$ cat config.mk
export PLATFORM = sky130hd
export DESIGN_NAME = rpm_device_flat
export DESIGN_NICKNAME = d
export VERILOG_FILES = /design/src/verilog/rpm_pkg.sv /design/src/verilog/rpm_link_if.sv /design/src/verilog/rpm_device.sv /design/src/flat_wrapper.sv
export SDC_FILE = /design/constraint.sdc
export NUM_CORES = 1
export LEC_CHECK = 0
export BUFFER_PORTS_ARGS = -buffer_cell sky130_fd_sc_hd__buf_2
export CAP_MARGIN = 20
export CORE_UTILIZATION = 55
export CTS_CLUSTER_SIZE = 12
export DETAILED_ROUTE_END_ITERATION = 16
export PLACE_DENSITY_LB_ADDON = 0.08
export SETUP_SLACK_MARGIN = 0.05
export SKIP_CTS_REPAIR_TIMING = 1
export SLEW_MARGIN = 20
export SYNTH_ARGS = -nofsm -noshare
export SYNTH_HDL_FRONTEND = slang
export SYNTH_SLANG_ARGS = --single-unit
export TNS_END_PERCENT = 20
$ cat constraint.sdc
create_clock -name clk_sys_i -period 3 [get_ports clk_sys_i]
set_input_delay 0.75 -clock clk_sys_i [delete_from_list [all_inputs] [get_ports clk_sys_i]]
set_output_delay 0.75 -clock clk_sys_i [all_outputs]
set_load 0.05 [all_outputs]
$ cat src/verilog/rpm_pkg.sv
// constants and types shared by both ends of the power-mode link
package rpm_pkg;
  // base rate: 1 ms tick derived from the 100 MHz clock
  localparam int unsigned CLK_HZ          = 100_000_000;
  localparam int unsigned TICK_MS         = 1;
  localparam int unsigned CYC_PER_MS      = CLK_HZ / 1000 * TICK_MS;
  // timing figures in ms
  localparam int unsigned PULSE_MS        = 200;   // toggle pulse width
  localparam int unsigned PULSE_MIN_MS    = 100;   // shortest accepted pulse
  localparam int unsigned BOOT_WAIT_MS    = 1000;  // wait after power-up
  localparam int unsigned SHUTDOWN_MS     = 1000;  // longest shutdown
  localparam int unsigned HIB_DELAY_MS    = 50;    // short delay into hibernate
  localparam int unsigned STOP_MS         = 500;   // device shutdown work time
  localparam int unsigned MSG_WAIT_MS     = 1000;  // wait for first message
  localparam int unsigned PTF_PERIOD_MS   = 7_200_000; // 2 hours push-to-fix sleep
  localparam int unsigned PTF_FIX_MS      = 1000;  // refresh time per wake_indicator_out
  // device power modes
  typedef enum logic [2:0] {
    RPM_OFF, RPM_FULL, RPM_STOPPING, RPM_HIB_DLY, RPM_HIB, RPM_AWARE, RPM_PTF_SLEEP, RPM_PTF_FIX
  } rpm_mode_t;
endpackage

$ cat src/verilog/rpm_link_if.sv
// link between host sequencer and receiver power sequencer
`timescale 1ns/1ps
interface rpm_link_if;
  logic toggle;       // power toggle, driven by host
  logic supply_on;    // main supply applied, driven by host
  logic wake_ind;     // wake indicator, driven by device
  logic ant_stat;     // antenna status from external sensor
  modport dev  (input toggle, input supply_on, input ant_stat, output wake_ind);
  modport host (output toggle, output supply_on, input wake_ind);
endinterface

$ cat src/verilog/rpm_device.sv
// receiver end: decodes toggle pulses and sequences power modes
`timescale 1ns/1ps
// What this block does
// - host starts firmware with 200 ms pulse
// - first pulse after wake rise or 1 s
// - host re-pulses in uart mode when no messages appear
// - pulse or message in full power stops
// - shutdown ends within 1 s, supply held
// - shutdown flushes critical data; no abrupt drop
// - pulse requests fix, leaves aware mode
// - push-to-fix sleeps 2 h, refreshes periodically
// - host pulse forces push-to-fix fix
// - command or pulse enters hibernate after delay
// - hibernate keeps clock and retained memory
// - pulse wakes module from hibernate
// - module switches antenna supply when needed
// - sensor status high only in 9-16 mA
module rpm_device
  import rpm_pkg::*;
#(
  parameter int unsigned PTF_PERIOD_CYC = PTF_PERIOD_MS,  // ms ticks between wakeups
  parameter int unsigned MS_CYC         = CYC_PER_MS      // clocks per ms tick
) (
  input  wire logic clk_sys_i,
  input  wire logic nrst_i,
  rpm_link_if.dev   link,
  input  wire logic shutdown_cmd_i,   // shutdown message, one-cycle pulse
  input  wire logic ptf_cmd_i,        // enter push-to-fix, one-cycle pulse
  input  wire logic aware_cmd_i,      // enter aware mode, one-cycle pulse
  input  wire logic hib_sel_i,        // 1: shutdown goes to hibernate
  input  wire logic flush_done_i,     // critical data writes complete
  output logic      flush_req_o,      // request write of critical data
  output logic      ant_pwr_o,        // active antenna supply switch
  output logic      ant_ok_o,         // antenna current in normal band
  output logic      rtc_run_o,        // real-time clock running
  output logic      sram_ret_o,       // retention of memory
  output logic      refresh_o,        // push-to-fix refresh pulse
  output logic [2:0] mode_o           // current mode
);
  // elaboration check: divider and sleep timer need at least two counts
  if (MS_CYC < 2 || PTF_PERIOD_CYC < 2) begin : g_bad_cfg
    $error("rpm_device: counts too small");
  end

  localparam int unsigned MIN_PULSE_TK = PULSE_MIN_MS / TICK_MS; // least pulse ticks
  localparam int unsigned STOP_TK      = STOP_MS / TICK_MS;      // max stop work
  localparam int unsigned HIB_TK       = HIB_DELAY_MS / TICK_MS; // hibernate delay
  localparam int unsigned FIX_TK       = PTF_FIX_MS / TICK_MS;   // fix duration

  // pin synchronisers (toggle, supply and sensor come from outside)
  logic [1:0] tg_s_r, sp_s_r, an_s_r;
  always_ff @(posedge clk_sys_i) begin
    if (!nrst_i) begin
      tg_s_r <= 2'h0;
      sp_s_r <= 2'h0;
      an_s_r <= 2'h0;
    end else begin
      tg_s_r <= {tg_s_r[0], link.toggle};
      sp_s_r <= {sp_s_r[0], link.supply_on};
      an_s_r <= {an_s_r[0], link.ant_stat};
    end
  end
  wire logic tg_w = tg_s_r[1];  // synced toggle level
  wire logic sp_w = sp_s_r[1];  // synced supply level

  // ms tick divider
  logic [31:0] div_r, div_nxt;
  logic        tick_r, tick_nxt;
  always_comb begin
    div_nxt  = div_r + 32'h1;
    tick_nxt = 1'b0;
    if (div_r >= MS_CYC - 1) begin
      div_nxt  = 32'h0;
      tick_nxt = 1'b1;
    end
  end
  always_ff @(posedge clk_sys_i) begin
    if (!nrst_i) begin
      div_r  <= 32'h0;
      tick_r <= 1'b0;
    end else begin
      div_r  <= div_nxt;
      tick_r <= tick_nxt;
    end
  end

  // pulse decoder: a high level held long enough counts on its falling edge
  logic [15:0] hi_r, hi_nxt;
  logic        tg_d_r, tg_d_nxt;
  logic        pulse_r, pulse_nxt;  // one-cycle valid toggle pulse
  always_comb begin
    tg_d_nxt  = tg_w;
    pulse_nxt = 1'b0;
    hi_nxt    = hi_r;
    if (tg_w) begin
      if (tick_r && hi_r != 16'hFFFF) hi_nxt = hi_r + 16'h1;
    end else begin
      hi_nxt = 16'h0;
      // short glitches are ignored so noise cannot power-cycle the receiver
      if (tg_d_r && hi_r >= 16'(MIN_PULSE_TK)) pulse_nxt = 1'b1;
    end
  end
  always_ff @(posedge clk_sys_i) begin
    if (!nrst_i) begin
      hi_r    <= 16'h0;
      tg_d_r  <= 1'b0;
      pulse_r <= 1'b0;
    end else begin
      hi_r    <= hi_nxt;
      tg_d_r  <= tg_d_nxt;
      pulse_r <= pulse_nxt;
    end
  end

  // mode sequencer
  rpm_mode_t   st_r, st_nxt;
  logic [31:0] tm_r, tm_nxt;    // ms timer within a state
  logic        wake_r, wake_nxt;
  logic        flush_r, flush_nxt;
  logic        ref_r, ref_nxt;
  logic        ant_r, ant_nxt;
  always_comb begin
    st_nxt    = st_r;
    tm_nxt    = tick_r ? tm_r + 32'h1 : tm_r;
    flush_nxt = 1'b0;
    ref_nxt   = 1'b0;
    case (st_r)
      RPM_OFF: begin
        // firmware idles until the start pulse arrives
        if (pulse_r) begin
          st_nxt = RPM_FULL;
          tm_nxt = 32'h0;
        end
      end
      RPM_FULL: begin
        if (pulse_r || shutdown_cmd_i) begin
          st_nxt = hib_sel_i ? RPM_HIB_DLY : RPM_STOPPING;
          tm_nxt = 32'h0;
        end else if (aware_cmd_i) begin
          st_nxt = RPM_AWARE;
        end else if (ptf_cmd_i) begin
          st_nxt = RPM_PTF_SLEEP;
          tm_nxt = 32'h0;
        end
      end
      RPM_STOPPING: begin
        flush_nxt = 1'b1;
        // flush limited so shutdown never exceeds the supply hold window
        if (flush_done_i || tm_r >= 32'(STOP_TK)) begin
          st_nxt = RPM_OFF;
          tm_nxt = 32'h0;
        end
      end
      RPM_HIB_DLY: begin
        flush_nxt = 1'b1;
        if (tm_r >= 32'(HIB_TK)) st_nxt = RPM_HIB;
      end
      RPM_HIB: begin
        if (pulse_r) begin
          st_nxt = RPM_FULL;
          tm_nxt = 32'h0;
        end
      end
      RPM_AWARE: begin
        if (pulse_r) st_nxt = RPM_FULL;
      end
      RPM_PTF_SLEEP: begin
        if (pulse_r || tm_r >= PTF_PERIOD_CYC) begin
          st_nxt  = RPM_PTF_FIX;
          tm_nxt  = 32'h0;
          ref_nxt = 1'b1;
        end
      end
      RPM_PTF_FIX: begin
        if (tm_r >= 32'(FIX_TK)) begin
          st_nxt = RPM_PTF_SLEEP;
          tm_nxt = 32'h0;
        end
      end
      default: st_nxt = RPM_OFF;
    endcase
    wake_nxt = (st_nxt == RPM_FULL) || (st_nxt == RPM_PTF_FIX);
    ant_nxt  = wake_nxt;
  end
  always_ff @(posedge clk_sys_i) begin
    // loss of supply drops straight to off regardless of state
    if (!nrst_i || !sp_w) begin
      st_r    <= RPM_OFF;
      tm_r    <= 32'h0;
      wake_r  <= 1'b0;
      flush_r <= 1'b0;
      ref_r   <= 1'b0;
      ant_r   <= 1'b0;
    end else begin
      st_r    <= st_nxt;
      tm_r    <= tm_nxt;
      wake_r  <= wake_nxt;
      flush_r <= flush_nxt;
      ref_r   <= ref_nxt;
      ant_r   <= ant_nxt;
    end
  end

  // registered status outputs
  logic       rtc_r, ret_r, aok_r;
  logic [2:0] md_r;
  always_ff @(posedge clk_sys_i) begin
    if (!nrst_i) begin
      rtc_r <= 1'b0;
      ret_r <= 1'b0;
      aok_r <= 1'b0;
      md_r  <= 3'h0;
    end else begin
      rtc_r <= sp_w;
      ret_r <= sp_w && st_r == RPM_HIB;
      aok_r <= an_s_r[1] && ant_r;
      md_r  <= st_r;
    end
  end

  assign link.wake_ind = wake_r;
  assign flush_req_o   = flush_r;
  assign ant_pwr_o     = ant_r;
  assign ant_ok_o      = aok_r;
  assign rtc_run_o     = rtc_r;
  assign sram_ret_o    = ret_r;
  assign refresh_o     = ref_r;
  assign mode_o        = md_r;
endmodule

$ cat src/flat_wrapper.sv
// flat-port wrapper written by rule: the top's interface ports become plain ports
module rpm_device_flat import rpm_pkg::*;
#(
  parameter int unsigned PTF_PERIOD_CYC = PTF_PERIOD_MS,                             
  parameter int unsigned MS_CYC         = CYC_PER_MS                           
)
  (clk_sys_i, nrst_i, shutdown_cmd_i, ptf_cmd_i, aware_cmd_i, hib_sel_i, flush_done_i, flush_req_o, ant_pwr_o, ant_ok_o, rtc_run_o, sram_ret_o, refresh_o, mode_o, link_toggle, link_supply_on, link_ant_stat, link_wake_ind);
  rpm_link_if link_i ();
  input  wire logic clk_sys_i;
  input  wire logic nrst_i;
  input  wire logic shutdown_cmd_i;
  input  wire logic ptf_cmd_i;
  input  wire logic aware_cmd_i;
  input  wire logic hib_sel_i;
  input  wire logic flush_done_i;
  output logic flush_req_o;
  output logic ant_pwr_o;
  output logic ant_ok_o;
  output logic rtc_run_o;
  output logic sram_ret_o;
  output logic refresh_o;
  output logic [2:0] mode_o;
  input wire logic [$bits(link_i.toggle)-1:0] link_toggle;
  input wire logic [$bits(link_i.supply_on)-1:0] link_supply_on;
  input wire logic [$bits(link_i.ant_stat)-1:0] link_ant_stat;
  output wire logic [$bits(link_i.wake_ind)-1:0] link_wake_ind;
  assign link_i.toggle = link_toggle;
  assign link_i.supply_on = link_supply_on;
  assign link_i.ant_stat = link_ant_stat;
  assign link_wake_ind = link_i.wake_ind;
  rpm_device #(.PTF_PERIOD_CYC(PTF_PERIOD_CYC), .MS_CYC(MS_CYC)) u_core (.clk_sys_i(clk_sys_i), .nrst_i(nrst_i), .link(link_i), .shutdown_cmd_i(shutdown_cmd_i), .ptf_cmd_i(ptf_cmd_i), .aware_cmd_i(aware_cmd_i), .hib_sel_i(hib_sel_i), .flush_done_i(flush_done_i), .flush_req_o(flush_req_o), .ant_pwr_o(ant_pwr_o), .ant_ok_o(ant_ok_o), .rtc_run_o(rtc_run_o), .sram_ret_o(sram_ret_o), .refresh_o(refresh_o), .mode_o(mode_o));
endmodule
# Word level (Yosys, flattened, before mapping)
# Cells that the tools add are included.
op_classes:
  n_reduce_logical: 19
  order_cmp: 6
  n_bitwise: 2
  eq_ne: 10
  muxes: 23
  n_addsub: 3
op_table:
  columns: ["cell", "count"]
  rows:
  - ["$mux W32", 8]
  - ["$pmux W32 S5", 1]
  - ["$add A32 B1 Y32 const B", 2]
  - ["$ge A32 B10 Y1 const B", 1]
  - ["$ge A32 B17 Y1 const B", 1]
  - ["$ge A32 B23 Y1 const B", 1]
  - ["$ge A32 B6 Y1 const B", 1]
  - ["$ge A32 B9 Y1 const B", 1]
  - ["$mux W3", 8]
  - ["$pmux W3 S6", 1]
  - ["$add A16 B1 Y16 const B", 1]
  - ["$ge A16 B7 Y1 const B", 1]
  - ["$ne A16 B16 Y1 const B", 1]
  - ["$eq A3 B3 Y1 const B", 5]
  - ["$reduce_or A2 Y1", 5]
  - ["$eq A3 B1 Y1 const B", 2]
  - ["$eq A3 B2 Y1 const B", 2]
  - ["$logic_or A1 B1 Y1", 5]
  - ["$mux W1", 5]
  - ["$logic_and A1 B1 Y1", 4]
  - ["$logic_not A3 Y1", 1]
  - ["$reduce_or A3 Y1", 1]
  - ["$logic_not A1 Y1", 2]
  - ["$not A1 Y1", 2]
  - ["$reduce_and A2 Y1", 1]
word_totals:
  input_bits: 10
  wordCells: 80
  register_bits: 101
  output_inout_bits: 10

# Longest topological paths before layout
# Gate-level depths: netlist of run 1.
logic_depth:
  ltp_word: 6
  ltp_mapped: 8
  ltp_nobuf: 7

# Worst setup path after synthesis of run 1
# No wires, ideal clock.
synth_timing:
  kind: "flip-flop to flip-flop"
  from: "register u_core.tm_r[23]"
  to: "register u_core.tm_r[0]"
  t_arrival_ps: 1957
  t_required_ps: 2883
  path_buffers: 1
  stages_incl_launch_ff: 8
  setup_ps: 117
  path_slack_ps: 926
  period_less_slack_ps: 2074
  cell_sequence: "dfxtp_1 or2_2 a2111oi_1 nor4_1 and2_1 o31ai_2 buf_2 nor2_1"
synth_via:
  elab_chain_cells: 4
  elab_cells_between_ends: 9
  classes_between: "order compare: 3; mux: 4; reduce/logical: 2"
synth_lines:
  columns: ["item", "line_no", "rtl"]
  rows:
  - ["start, declared", "rpm_device.sv:117", "logic [31:0] tm_r, tm_nxt;"]
  - ["start signal, assigned", "rpm_device.sv:196", "tm_r <= tm_nxt;"]
  - ["$ge A32 B23 Y1 or $ge A32 B9 Y1 (tied branches)", "rpm_device.sv:168, rpm_device.sv:149", null]
  - ["$logic_or A1 B1 Y1 (on tied branches)", "rpm_device.sv:168, rpm_device.sv:149", null]
  - ["$mux W32 (on tied branches)", "rpm_device.sv:168, rpm_device.sv:149", null]
  - ["$pmux W32 S5 *", "rpm_device.sv:127", "case (st_r)"]
# Every way passes the cells marked *; elsewhere a longest branch is shown, timed or not.
# A chain may end at the register's enable or synchronous reset.

# Worst setup path in the final report of run 1
layout_timing:
  from: "register u_core.tm_r[23]"
  to: "register u_core.tm_r[30]"
layout_via:
  elab_chain_cells: 6
  elab_cells_between_ends: 15
  classes_between: "add/sub: 1; order compare: 3; mux: 9; reduce/logical: 2"
layout_lines:
  columns: ["item", "line_no", "rtl"]
  rows:
  - ["$add A32 B1 Y32", "rpm_device.sv:124", "tm_nxt = tick_r ? tm_r + 32'h1 : tm_r;"]
  - ["$mux W32", "rpm_device.sv:124", null]
  - ["$mux W32", "rpm_device.sv:141", "end else if (ptf_cmd_i) begin"]
  - ["$mux W32", "rpm_device.sv:139", "end else if (aware_cmd_i) begin"]
  - ["$mux W32", "rpm_device.sv:136", "if (pulse_r || shutdown_cmd_i) begin"]
  - ["$pmux W32 S5 *", "rpm_device.sv:127", null]
# Marks and branches as above.

==> implementation parameters, run 1 <==
Parameter                              Value

Status
  Run status    finished, final reports clean

Timing
  Post-route clock skew    approximately 0.011 ns
  Actual slew at the worst max-slew pin    ~0.57 ns
  Final Setup Violations    0
  Final critical path time including I/O delays and setup    roughly 2.3 ns
  Unrepaired setup endpoints after global routing    no
  Worst slew slack as a fraction of its limit    0.622
  Min setup slack post-route    between 0.6 and 0.7 ns
  Maximum achievable frequency    approximately 430 MHz
  Final hold violation count    0
  Setup TNS    0 ns
  Portion of the clock cycle consumed by the worst path in the final layout    0.774
  Max-slew violation total from the final report    0

Clock tree
  Number of buffers added by the clock tree synthesis step    9
  Clock tree from TritonCTS    done
  Maximum count of clock buffers along a single path    2
  Clock slew seen by the registers of the worst setup and hold paths    approximately 0.090 ns
  Root cell of the clock tree    clkbuf_8
  H-tree depth    3
  Clock insertion delay at the later pin of the skew report    about 0.35 ns
  Clk sink count    101

Min path
  Hold depth    1
  Type of the most critical hold path    flip-flop to flip-flop
  Worst hold path startpoint    u_core.tg_s_r[1]
  Terminating pin of the worst hold path    u_core.pulse_r

Route
  Total wirelength of the detailed-routed design    between 7000 and 8000 um
  Ratio of routed vias to standard cells    around 5.2
  DRC errors left    0
  Drt initial violations    about 150
  Met3 Routed Length    246 um
  Routed met2 length    ~3200 um
  Wire length per cell    approximately 12 um
  Total number of vias    approximately 3100
  Number of detailed-routing iterations run before antenna repair    4
  Met1 wire length    between 3000 and 4000 um
  Top metal layer carrying routed signals    met4
  Detail Route Antenna Nets    0

Setup path
  Endpoint of the worst-slack reg-to-reg timing path    u_core.tm_r[30]
  Data arrival at the endpoint of the critical path    2.56 ns
  Crit Path Category    flip-flop to flip-flop
  CP max FO    19
  Beginning of the worst register-to-register path    u_core.tm_r[23]
  Internal reg-to-reg setup slack    approximately 0.68 ns
  Max stage delay on crit path    about 0.55 ns
  Ordered cell list for the critical path    or2_2 -> a2111oi_1 -> nor4_1 -> and2_1 -> o31ai_4 -> buf_4 -> nor2_1
  Number of buffer and inverter instances along the worst setup path    1
  Critical Path Sink Type    flip-flop
  Worst-path cell with the longest stage delay    a2111oi_1
  CP Data Required Time    between 3 and 4 ns
  CP Launch Type    flip-flop
  R2r worst-path depth    7
  Family with the most delay on the worst path    compound AO/OA/AOI/OAI gates

Floorplanning
  Core region area    7290 um^2
  IO Count    20
  Effective utilization at floorplan    0.570
  Floorplan row count    31
  Die extent in x    ~90 um
  Floorplan die area    7910 um^2
  Die boundary height    89.0 um

Layout
  Synth-to-layout area growth    10.2%
  Final-stage net count    between 500 and 600
  Final instance area    4580 um^2
  Share of cells above drive strength 1    0.0835
  Fill count    698
  Antenna diode instance count    0

Synthesis
  Most frequent cells after synthesis    101 x dfxtp_1, 84 x nor2_1, 36 x nand2_1, 32 x xor2_1, 28 x xnor2_1
  Fraction of the mapped netlist area in adder cells    0.0150
  Number of flops mapped to enable cells by yosys    0
  Synth top area cells    dfxtp_1 49%, nor2_1 7.6%, xor2_1 6.7%
  Mean instance size in the synthesized netlist    8.96 um^2
  Number of distinct standard cells referenced by the synthesized netlist    48
  Netlist area before placement    4160 um^2
  Share of the synthesized area in compound gates (AO/OA/AOI/OAI)    0.0635
  Simple-Gate Fraction of Synth Area    0.282
  Number of cells produced by synthesis    approximately 460
  Cell taking the most area after synthesis    dfxtp_1
  Multiplexer fraction of the synthesized cell area    0.00241
  Commonest register cell after synthesis    dfxtp_1
  Synthesis-stage register bit count    slightly above 100
  Number of warnings issued by yosys    0
  Part of the Yosys area used for sequential elements    0.486
  Largest family of logic cells by synthesized area    simple AND/OR/NAND/NOR gates
  Yosys top cell area share    0.486
  Ys async rst share    0
  Synth Area in XOR/XNOR    0.126
  Cell with the most instances after synthesis    dfxtp_1

Place
  PortBufs    19
  Area of placed instances    4400 um^2
  Worst-case setup slack after placement    about 0.68 ns
  Estimated wirelength of the detail-placed design    5080 um
  Placer congestion estimate    around 0.81

GRT
  Global-route wire length before repair    11900 um
  Vias in the first global route    approximately 2800
  Pin count of the biggest net entering global routing    20
  Number of antenna violations at the first check in global routing    0
  Total overflow reported by the global router    0
  Total routing resource utilization after global routing    0.195

Job
  Maximum Capacitance Violations    0

Power and ir drop
  Static Leakage    roughly 0.0017 uW
  Power density cells    between 400 and 500 nW/um^2
  Worst IR Drop VDD    roughly 0.38 mV
## stage by stage
stage | total power [uW] | cells | hold WS (ns) | utilization
2_1_floorplan | 1410 | 478 | 0.397 | -
3_3_place_gp | 1430 | 586 | 0.416 | 0.603
3_5_place_dp | 1430 | 586 | 0.420 | 0.603
4_1_cts | 2210 | 602 | 0.441 | 0.628
5_1_grt | 2270 | 602 | 0.467 | 0.628
6_report | 2180 | 602 | 0.436 | 0.628
## cell families (layout without fill, tap and decap cells)
group | count (synthesis) | count (layout)
buffers and inverters | 24 | 49
other | 1 | 15
and+or+nand+nor | 237 | 237
AOI/OAI and AO/OA | 35 | 35
DFF | 101 | 101
muxes | 1 | 1
xor gates and xnor gates | 60 | 60
adders and majority gates | 5 | 5
## worst max path at each step
stage,startpoint,end,slack [ns],depth (start not counted)
4_1_cts,u_core.tm_r[23],u_core.tm_r[30],0.66,7
6_report,u_core.tm_r[23],u_core.tm_r[30],0.68,7
3_3_place_gp,u_core.tm_r[23],u_core.tm_r[16],0.74,7
5_1_grt,u_core.tm_r[23],u_core.tm_r[27],0.56,7
3_5_place_dp,u_core.tm_r[23],u_core.tm_r[30],0.68,7
2_1_floorplan,u_core.tm_r[23],u_core.tm_r[0],0.93,7
## flip-flops by register name (all words and copies together) (netlist names)
register / count
u_core.refresh_o: 1
u_core.hi_r: 16
u_core.ant_ok_o: 1
u_core.flush_req_o: 1
u_core.tg_s_r: 2
u_core.sp_s_r: 2
u_core.pulse_r: 1
u_core.sram_ret_o: 1
u_core.link.wake_ind: 1
u_core.tick_r: 1
u_core.div_r: 32
u_core.st_r: 3
u_core.rtc_run_o: 1
u_core.tg_d_r: 1
u_core.mode_o: 3
u_core.tm_r: 32
u_core.an_s_r: 2
## area by class of cell
| type | count | area, um^2 | share of cell area |
|---|---|---|---|
| Clock buffer | 11 | 141 | 0.0309 |
| Multi-Input combinational cell | 353 | 2100 | 0.458 |
| Sequential cell | 101 | 2020 | 0.441 |
| Inverter | 12 | 45.0 | 0.00983 |
| Timing Repair Buffer | 21 | 110 | 0.0240 |
| Tap cell | 99 | 124 | 0.0270 |
| Clock inverter | 5 | 40.0 | 0.00874 |
## where the power goes
group | internal, uW | switching, uW | leakage, uW
clock network | 334 | 450 | 0.0000947
registers | 1360 | 6.51 | 0.000821
logic | 12.8 | 21.5 | 0.000740
total | 1700 | 478 | 0.00166
## placed cells by master (no fill, tap or decap), types with 2 or more instances in the layout
cell type  synthesis  layout
nand2_1           36      36
inv_6              0       3
inv_1             12      12
buf_4              1       2
and4_1             6       6
nor2b_1            3       3
nor2_1            84      84
a41oi_1            2       2
clkbuf_8           0      10
or3_1              2       2
and3_1            19      19
o21a_1             3       3
o21bai_1           2       2
or4_1              3       3
conb_1             1      15
buf_2              4      19
dfxtp_1          101     101
nand4_1           12      12
nand3_1           22      22
o21ai_0            7       7
nor4_1            14      14
a21oi_1            4       4
nor3_1            12      12
xor2_1            32      32
xnor2_1           28      28
ha_1               5       5
o211ai_1           3       3
nor3b_1            4       4
and2_1            13      13
nand2b_1           3       3
## routing by layer
metal	vias to the layer above	GRT usage
met1	1407	0.254
met4	0	0.0765
met5	-	0
met2	51	0.315
met3	10	0.0452
li1	1641	-
(Power assumes the default switching activity.)
==> inputs of run 2 (changes only) <==
==> constraint.sdc (replaced) <==
create_clock -name clk_sys_i -period 2.25 [get_ports clk_sys_i]
set_input_delay 0.5625 -clock clk_sys_i [delete_from_list [all_inputs] [get_ports clk_sys_i]]
set_output_delay 0.5625 -clock clk_sys_i [all_outputs]
set_load 0.05 [all_outputs]
==> implementation parameters, run 2 (synthesis results as in run 1) <==
Parameter                              Value

Status
  Run status    finished, final reports clean

Setup path
  Data arrival at the endpoint of the critical path    between 2 and 2.5 ns
  Timing endpoint of the critical path    u_core.link.wake_ind
  Critical Path Sink Type    flip-flop
  Beginning of the worst register-to-register path    u_core.tm_r[21]
  CP Launch Type    flip-flop
  R2r worst-path depth    5
  CP Data Required Time    roughly 2.6 ns
  Endpoint of the worst-slack reg-to-reg timing path    u_core.link.wake_ind
  CP max FO    6
  First element of the critical path    u_core.tm_r[21]
  Crit Path Category    flip-flop to flip-flop
  Internal reg-to-reg setup slack    approximately 0.11 ns

Power and ir drop
  Sequential Power Share    0.568
  Proportion of total power due to net switching    0.214
  Switching power    ~680 uW
  Part of the power in combinational logic    0.017
  Internal    ~2500 uW
  Pwr Total    between 3000 and 4000 uW
  Power density cells    around 660 nW/um^2
  Worst IR Drop VDD    ~0.41 mV
  Static Leakage    0.00179 uW
  Power share of the clock group    0.415

GRT
  Total overflow reported by the global router    0
  Total routing resource utilization after global routing    0.205
  Vias in the first global route    around 2900
  Pin count of the biggest net entering global routing    33
  Global-route wire length before repair    between 10000 and 15000 um
  Number of antenna violations at the first check in global routing    0

Route
  Number of detailed-routing iterations run before antenna repair    4
  Total wirelength of the detailed-routed design    between 7000 and 8000 um
  Total number of vias    3213
  Drt initial violations    ~130
  Ratio of routed vias to standard cells    5.19
  Wire length per cell    approximately 12 um
  DRC errors left    0
  Detail Route Antenna Nets    0

Min path
  Type of the most critical hold path    input port to flip-flop

Layout
  Synth-to-layout area growth    16.4%
  Share of cells above drive strength 1    0.127
  Most common library cell in the layout ignoring fill and taps    dfxtp_1
  Final-stage net count    530
  Top Registers    u_core.div_r x32, u_core.tm_r x32, u_core.hi_r x16
  Area used by multi-input combinational logic    2140 um^2
  Antenna diode instance count    0
  Final std cells w/o fill    619
  Seq. cell area    2020 um^2
  Most frequent cells in the layout    99 x dfxtp_1, 84 x nor2_1, 36 x nand2_1
  Fill count    about 640

Floorplanning
  Die extent in x    just under 90 um
  IO Count    20
  Core region area    around 7300 um^2
  Floorplan row count    31
  Effective utilization at floorplan    0.570
  Die boundary height    slightly below 90 um
  Floorplan die area    between 7000 and 8000 um^2

Timing
  Maximum achievable frequency    ~470 MHz
  Worst-case hold slack    0.414 ns
  Max-slew violation total from the final report    0
  Portion of the clock cycle consumed by the worst path in the final layout    0.949
  Final Setup Violations    0
  Min setup slack post-route    approximately 0.11 ns
  Actual slew at the worst max-slew pin    approximately 0.66 ns
  Unrepaired setup endpoints after global routing    yes
  Final hold violation count    0
  Final critical path time including I/O delays and setup    approximately 2.1 ns
  Post-route clock skew    around 0.0066 ns
  Worst slew slack as a fraction of its limit    0.558
  Setup TNS    0 ns

Place
  Estimated wirelength of the detail-placed design    about 5200 um
  Placer congestion estimate    approximately 0.8
  Number of placed instances, taps included    ~600
  PortBufs    19
  Worst-case setup slack after placement    0.0884 ns

Clock tree
  Clock tree from TritonCTS    done
  Root cell of the clock tree    clkbuf_8
  Number of buffers added by the clock tree synthesis step    9
  H-tree depth    3
  Maximum count of clock buffers along a single path    2
  Clk sink count    101
  Clock insertion delay at the later pin of the skew report    between 0.3 and 0.4 ns
  Clock slew seen by the registers of the worst setup and hold paths    0.10 ns

Job
  Maximum Capacitance Violations    0
-- run 2: cell count changes in the layout (fill, tap and decap cells not counted), sizes merged --
cell    change
bufinv      +2
clkinv      -2
inv         +1
buf        +16
-- run 2: layout make-up --
cell class / count / area share
clock inverter: 6 / 0.0207
tap: 99 / 0.0256
clock buffer: 10 / 0.0284
inverter: 12 / 0.00930
sequential: 101 / 0.418
timing repair buffer: 38 / 0.0561
multi-input combinational: 353 / 0.442
-- run 2: critical path: stages, from the launching register on --
cell	delay [ns]
dfxtp_2	0.36
or4_1	0.51
or4_4	0.46
o311a_1	0.36
a311oi_2	0.25
and2_1	0.15
-- run 2: power by group through the flow --
stage          Clock (uW)  Combinational, uW  Sequential (uW)
6_report             1330               55.1             1810
5_1_grt              1440               61.9             1820
4_1_cts              1360               50.2             1810
3_5_place_dp            0               49.8             1860
3_3_place_gp            0               49.0             1860
2_1_floorplan           0               28.2             1860
-- run 2: worst min-delay path by stage --
stage                             endpoint             start  cells past startpoint
after floorplan             u_core.pulse_r  u_core.tg_s_r[1]                      1
after global placement    u_core.sp_s_r[1]  u_core.sp_s_r[0]                      1
after detailed placement    u_core.pulse_r     u_core.tg_d_r                      2
after CTS                 u_core.an_s_r[0]     link_ant_stat                      2
after global routing      u_core.an_s_r[0]     link_ant_stat                      2
final                     u_core.tg_s_r[0]       link_toggle                      2
-- run 2: stage by stage --
| step | util | cell area (um^2) |
|---|---|---|
| detailed placement | 0.619 | 4510 |
| global route | 0.664 | 4840 |
| finish | 0.664 | 4840 |
| global placement | 0.619 | 4510 |
| floorplan | - | 4210 |
| CTS | 0.651 | 4750 |
-- run 2: metal layers --
layer / vias up / share of wire / global-route usage
li1: 1675 / - / -
met1: 1469 / 0.50 / 0.275
met2: 58 / 0.44 / 0.325
met3: 11 / 0.041 / 0.0452
met4: 0 / 0.015 / 0.0750
met5: - / 0 / 0
==> inputs of run 3 (changes only) <==
==> constraint.sdc (replaced) <==
create_clock -name clk_sys_i -period 2.3 [get_ports clk_sys_i]
set_input_delay 0.575 -clock clk_sys_i [delete_from_list [all_inputs] [get_ports clk_sys_i]]
set_output_delay 0.575 -clock clk_sys_i [all_outputs]
set_load 0.05 [all_outputs]
==> implementation parameters, run 3 (synthesis results as in run 1) <==
Parameter                              Value

Setup path
  R2r worst-path depth    6
  CP Launch Type    flip-flop
  Max stage delay on crit path    around 0.56 ns
  Critical Path Sink Type    flip-flop
  Ordered cell list for the critical path    nor4_1 -> nand2_1 -> or4_4 -> o311a_1 -> a311oi_2 -> and2_1
  Family with the most delay on the worst path    simple AND/OR/NAND/NOR gates
  CP Data Required Time    about 2.6 ns
  Number of buffer and inverter instances along the worst setup path    0
  Worst-path cell with the longest stage delay    or4_4
  Data arrival at the endpoint of the critical path    2.45 ns
  CP max FO    4
  Levels on crit path    6
  Crit Path Category    flip-flop to flip-flop

GRT
  Total routing resource utilization after global routing    0.206
  Number of antenna violations at the first check in global routing    0
  Vias in the first global route    approximately 3000
  Global-route wire length before repair    roughly 13000 um
  Pin count of the biggest net entering global routing    33
  Total overflow reported by the global router    0

Route
  DRC errors left    0
  Total wirelength of the detailed-routed design    7230 um
  Number of detailed-routing iterations run before antenna repair    4
  Detail Route Antenna Nets    0
  Total number of vias    approximately 3100
  Wire length per cell    11.8 um
  Drt initial violations    149
  Ratio of routed vias to standard cells    5.10

Clock tree
  Maximum count of clock buffers along a single path    2
  Root cell of the clock tree    clkbuf_8
  H-tree depth    3
  Number of buffers added by the clock tree synthesis step    9
  Clock tree from TritonCTS    done
  Clock insertion delay at the later pin of the skew report    between 0.3 and 0.4 ns
  Clk sink count    101
  Clock slew seen by the registers of the worst setup and hold paths    roughly 0.1 ns

Layout
  Synth-to-layout area growth    12.4%
  Most frequent cells in the layout    101 x dfxtp_1, 84 x nor2_1, 36 x nand2_1
  Seq. cell area    around 2000 um^2
  Antenna diode instance count    0
  Final-stage net count    approximately 520
  Most common library cell in the layout ignoring fill and taps    dfxtp_1
  Final core utilization    0.641
  Fill count    approximately 660
  Area used by multi-input combinational logic    between 2000 and 2500 um^2
  Share of cells above drive strength 1    0.105
  Final instance area    4670 um^2
  Top Registers    u_core.div_r x32, u_core.tm_r x32, u_core.hi_r x16

Min path
  Type of the most critical hold path    flip-flop to flip-flop
  Hold depth    1

Place
  Estimated wirelength of the detail-placed design    roughly 5100 um
  Area of placed instances    4490 um^2
  Placer congestion estimate    approximately 0.83
  PortBufs    19

Status
  Run status    finished, final reports clean

Job
  Maximum Capacitance Violations    0

Timing
  Worst slew slack as a fraction of its limit    0.590
  Unrepaired setup endpoints after global routing    yes
  Post-route clock skew    a little under 0.01 ns
  Actual slew at the worst max-slew pin    just over 0.6 ns
  Maximum achievable frequency    about 470 MHz
  Final Setup Violations    0
  Setup TNS    0 ns
  Final hold violation count    0
  Max-slew violation total from the final report    0
  Portion of the clock cycle consumed by the worst path in the final layout    0.932
  Final critical path time including I/O delays and setup    about 2.1 ns

Floorplanning
  Floorplan die area    approximately 7900 um^2
  Floorplan row count    31
  Effective utilization at floorplan    0.570
  Core region area    ~7300 um^2
  Die extent in x    89.0 um
  Die boundary height    approximately 89 um
  IO Count    20

Power and ir drop
  Power share of the clock group    0.352
  Power density cells    between 600 and 700 nW/um^2
  Switching power    just over 600 uW
  Worst IR Drop VDD    approximately 0.4 mV
  Part of the power in combinational logic    0.017
  Internal    around 2200 uW
  Proportion of total power due to net switching    0.221
  Sequential Power Share    0.631
  Static Leakage    0.00171 uW
## run 3: power by group through the flow
| stage | clock network, uW | registers [uW] | logic, uW |
|---|---|---|---|
| finish | 990 | 1770 | 49.1 |
| global route | 1110 | 1780 | 56.6 |
| CTS | 1030 | 1770 | 49.3 |
| detailed placement | 0 | 1820 | 49.0 |
| global placement | 0 | 1820 | 47.9 |
| floorplan | 0 | 1820 | 27.6 |
## run 3: per-stage QoR
stage	worst slack [ns]	hold slack, ns	instances	total power, uW
floorplan	0.226	0.397	478	1840
global placement	0.190	0.414	596	1860
detailed placement	0.126	0.416	596	1860
CTS	0.113	0.414	612	2860
global route	0.0378	0.420	612	2950
finish	0.156	0.428	612	2810
## run 3: worst paths after layout
path | endpoint | slack, ns | start
worst max register to register | u_core.link.wake_ind | 0.16 | u_core.tm_r[31]
worst max-delay path | u_core.link.wake_ind | 0.16 | u_core.tm_r[31]
worst min register to register | u_core.pulse_r | 0.43 | u_core.tg_s_r[1]
worst min-delay path | u_core.pulse_r | 0.43 | u_core.tg_s_r[1]
## run 3: cell type report
cell class,instances,area share
Timing Repair Buffer,31,0.0423
Inverter,12,0.00964
Tap cell,99,0.0265
Multi-Input combinational cell,353,0.452
Sequential cell,101,0.433
Clock inverter,6,0.00991
Clock buffer,10,0.0273
## run 3: layer usage
| metal | track usage | share of wire | vias to the layer above |
|---|---|---|---|
| li1 | - | - | 1654 |
| met1 | 0.272 | 0.51 | 1418 |
| met2 | 0.333 | 0.45 | 47 |
| met3 | 0.0609 | 0.031 | 2 |
| met4 | 0.0519 | 0.0051 | 0 |
| met5 | 0 | 0 | - |
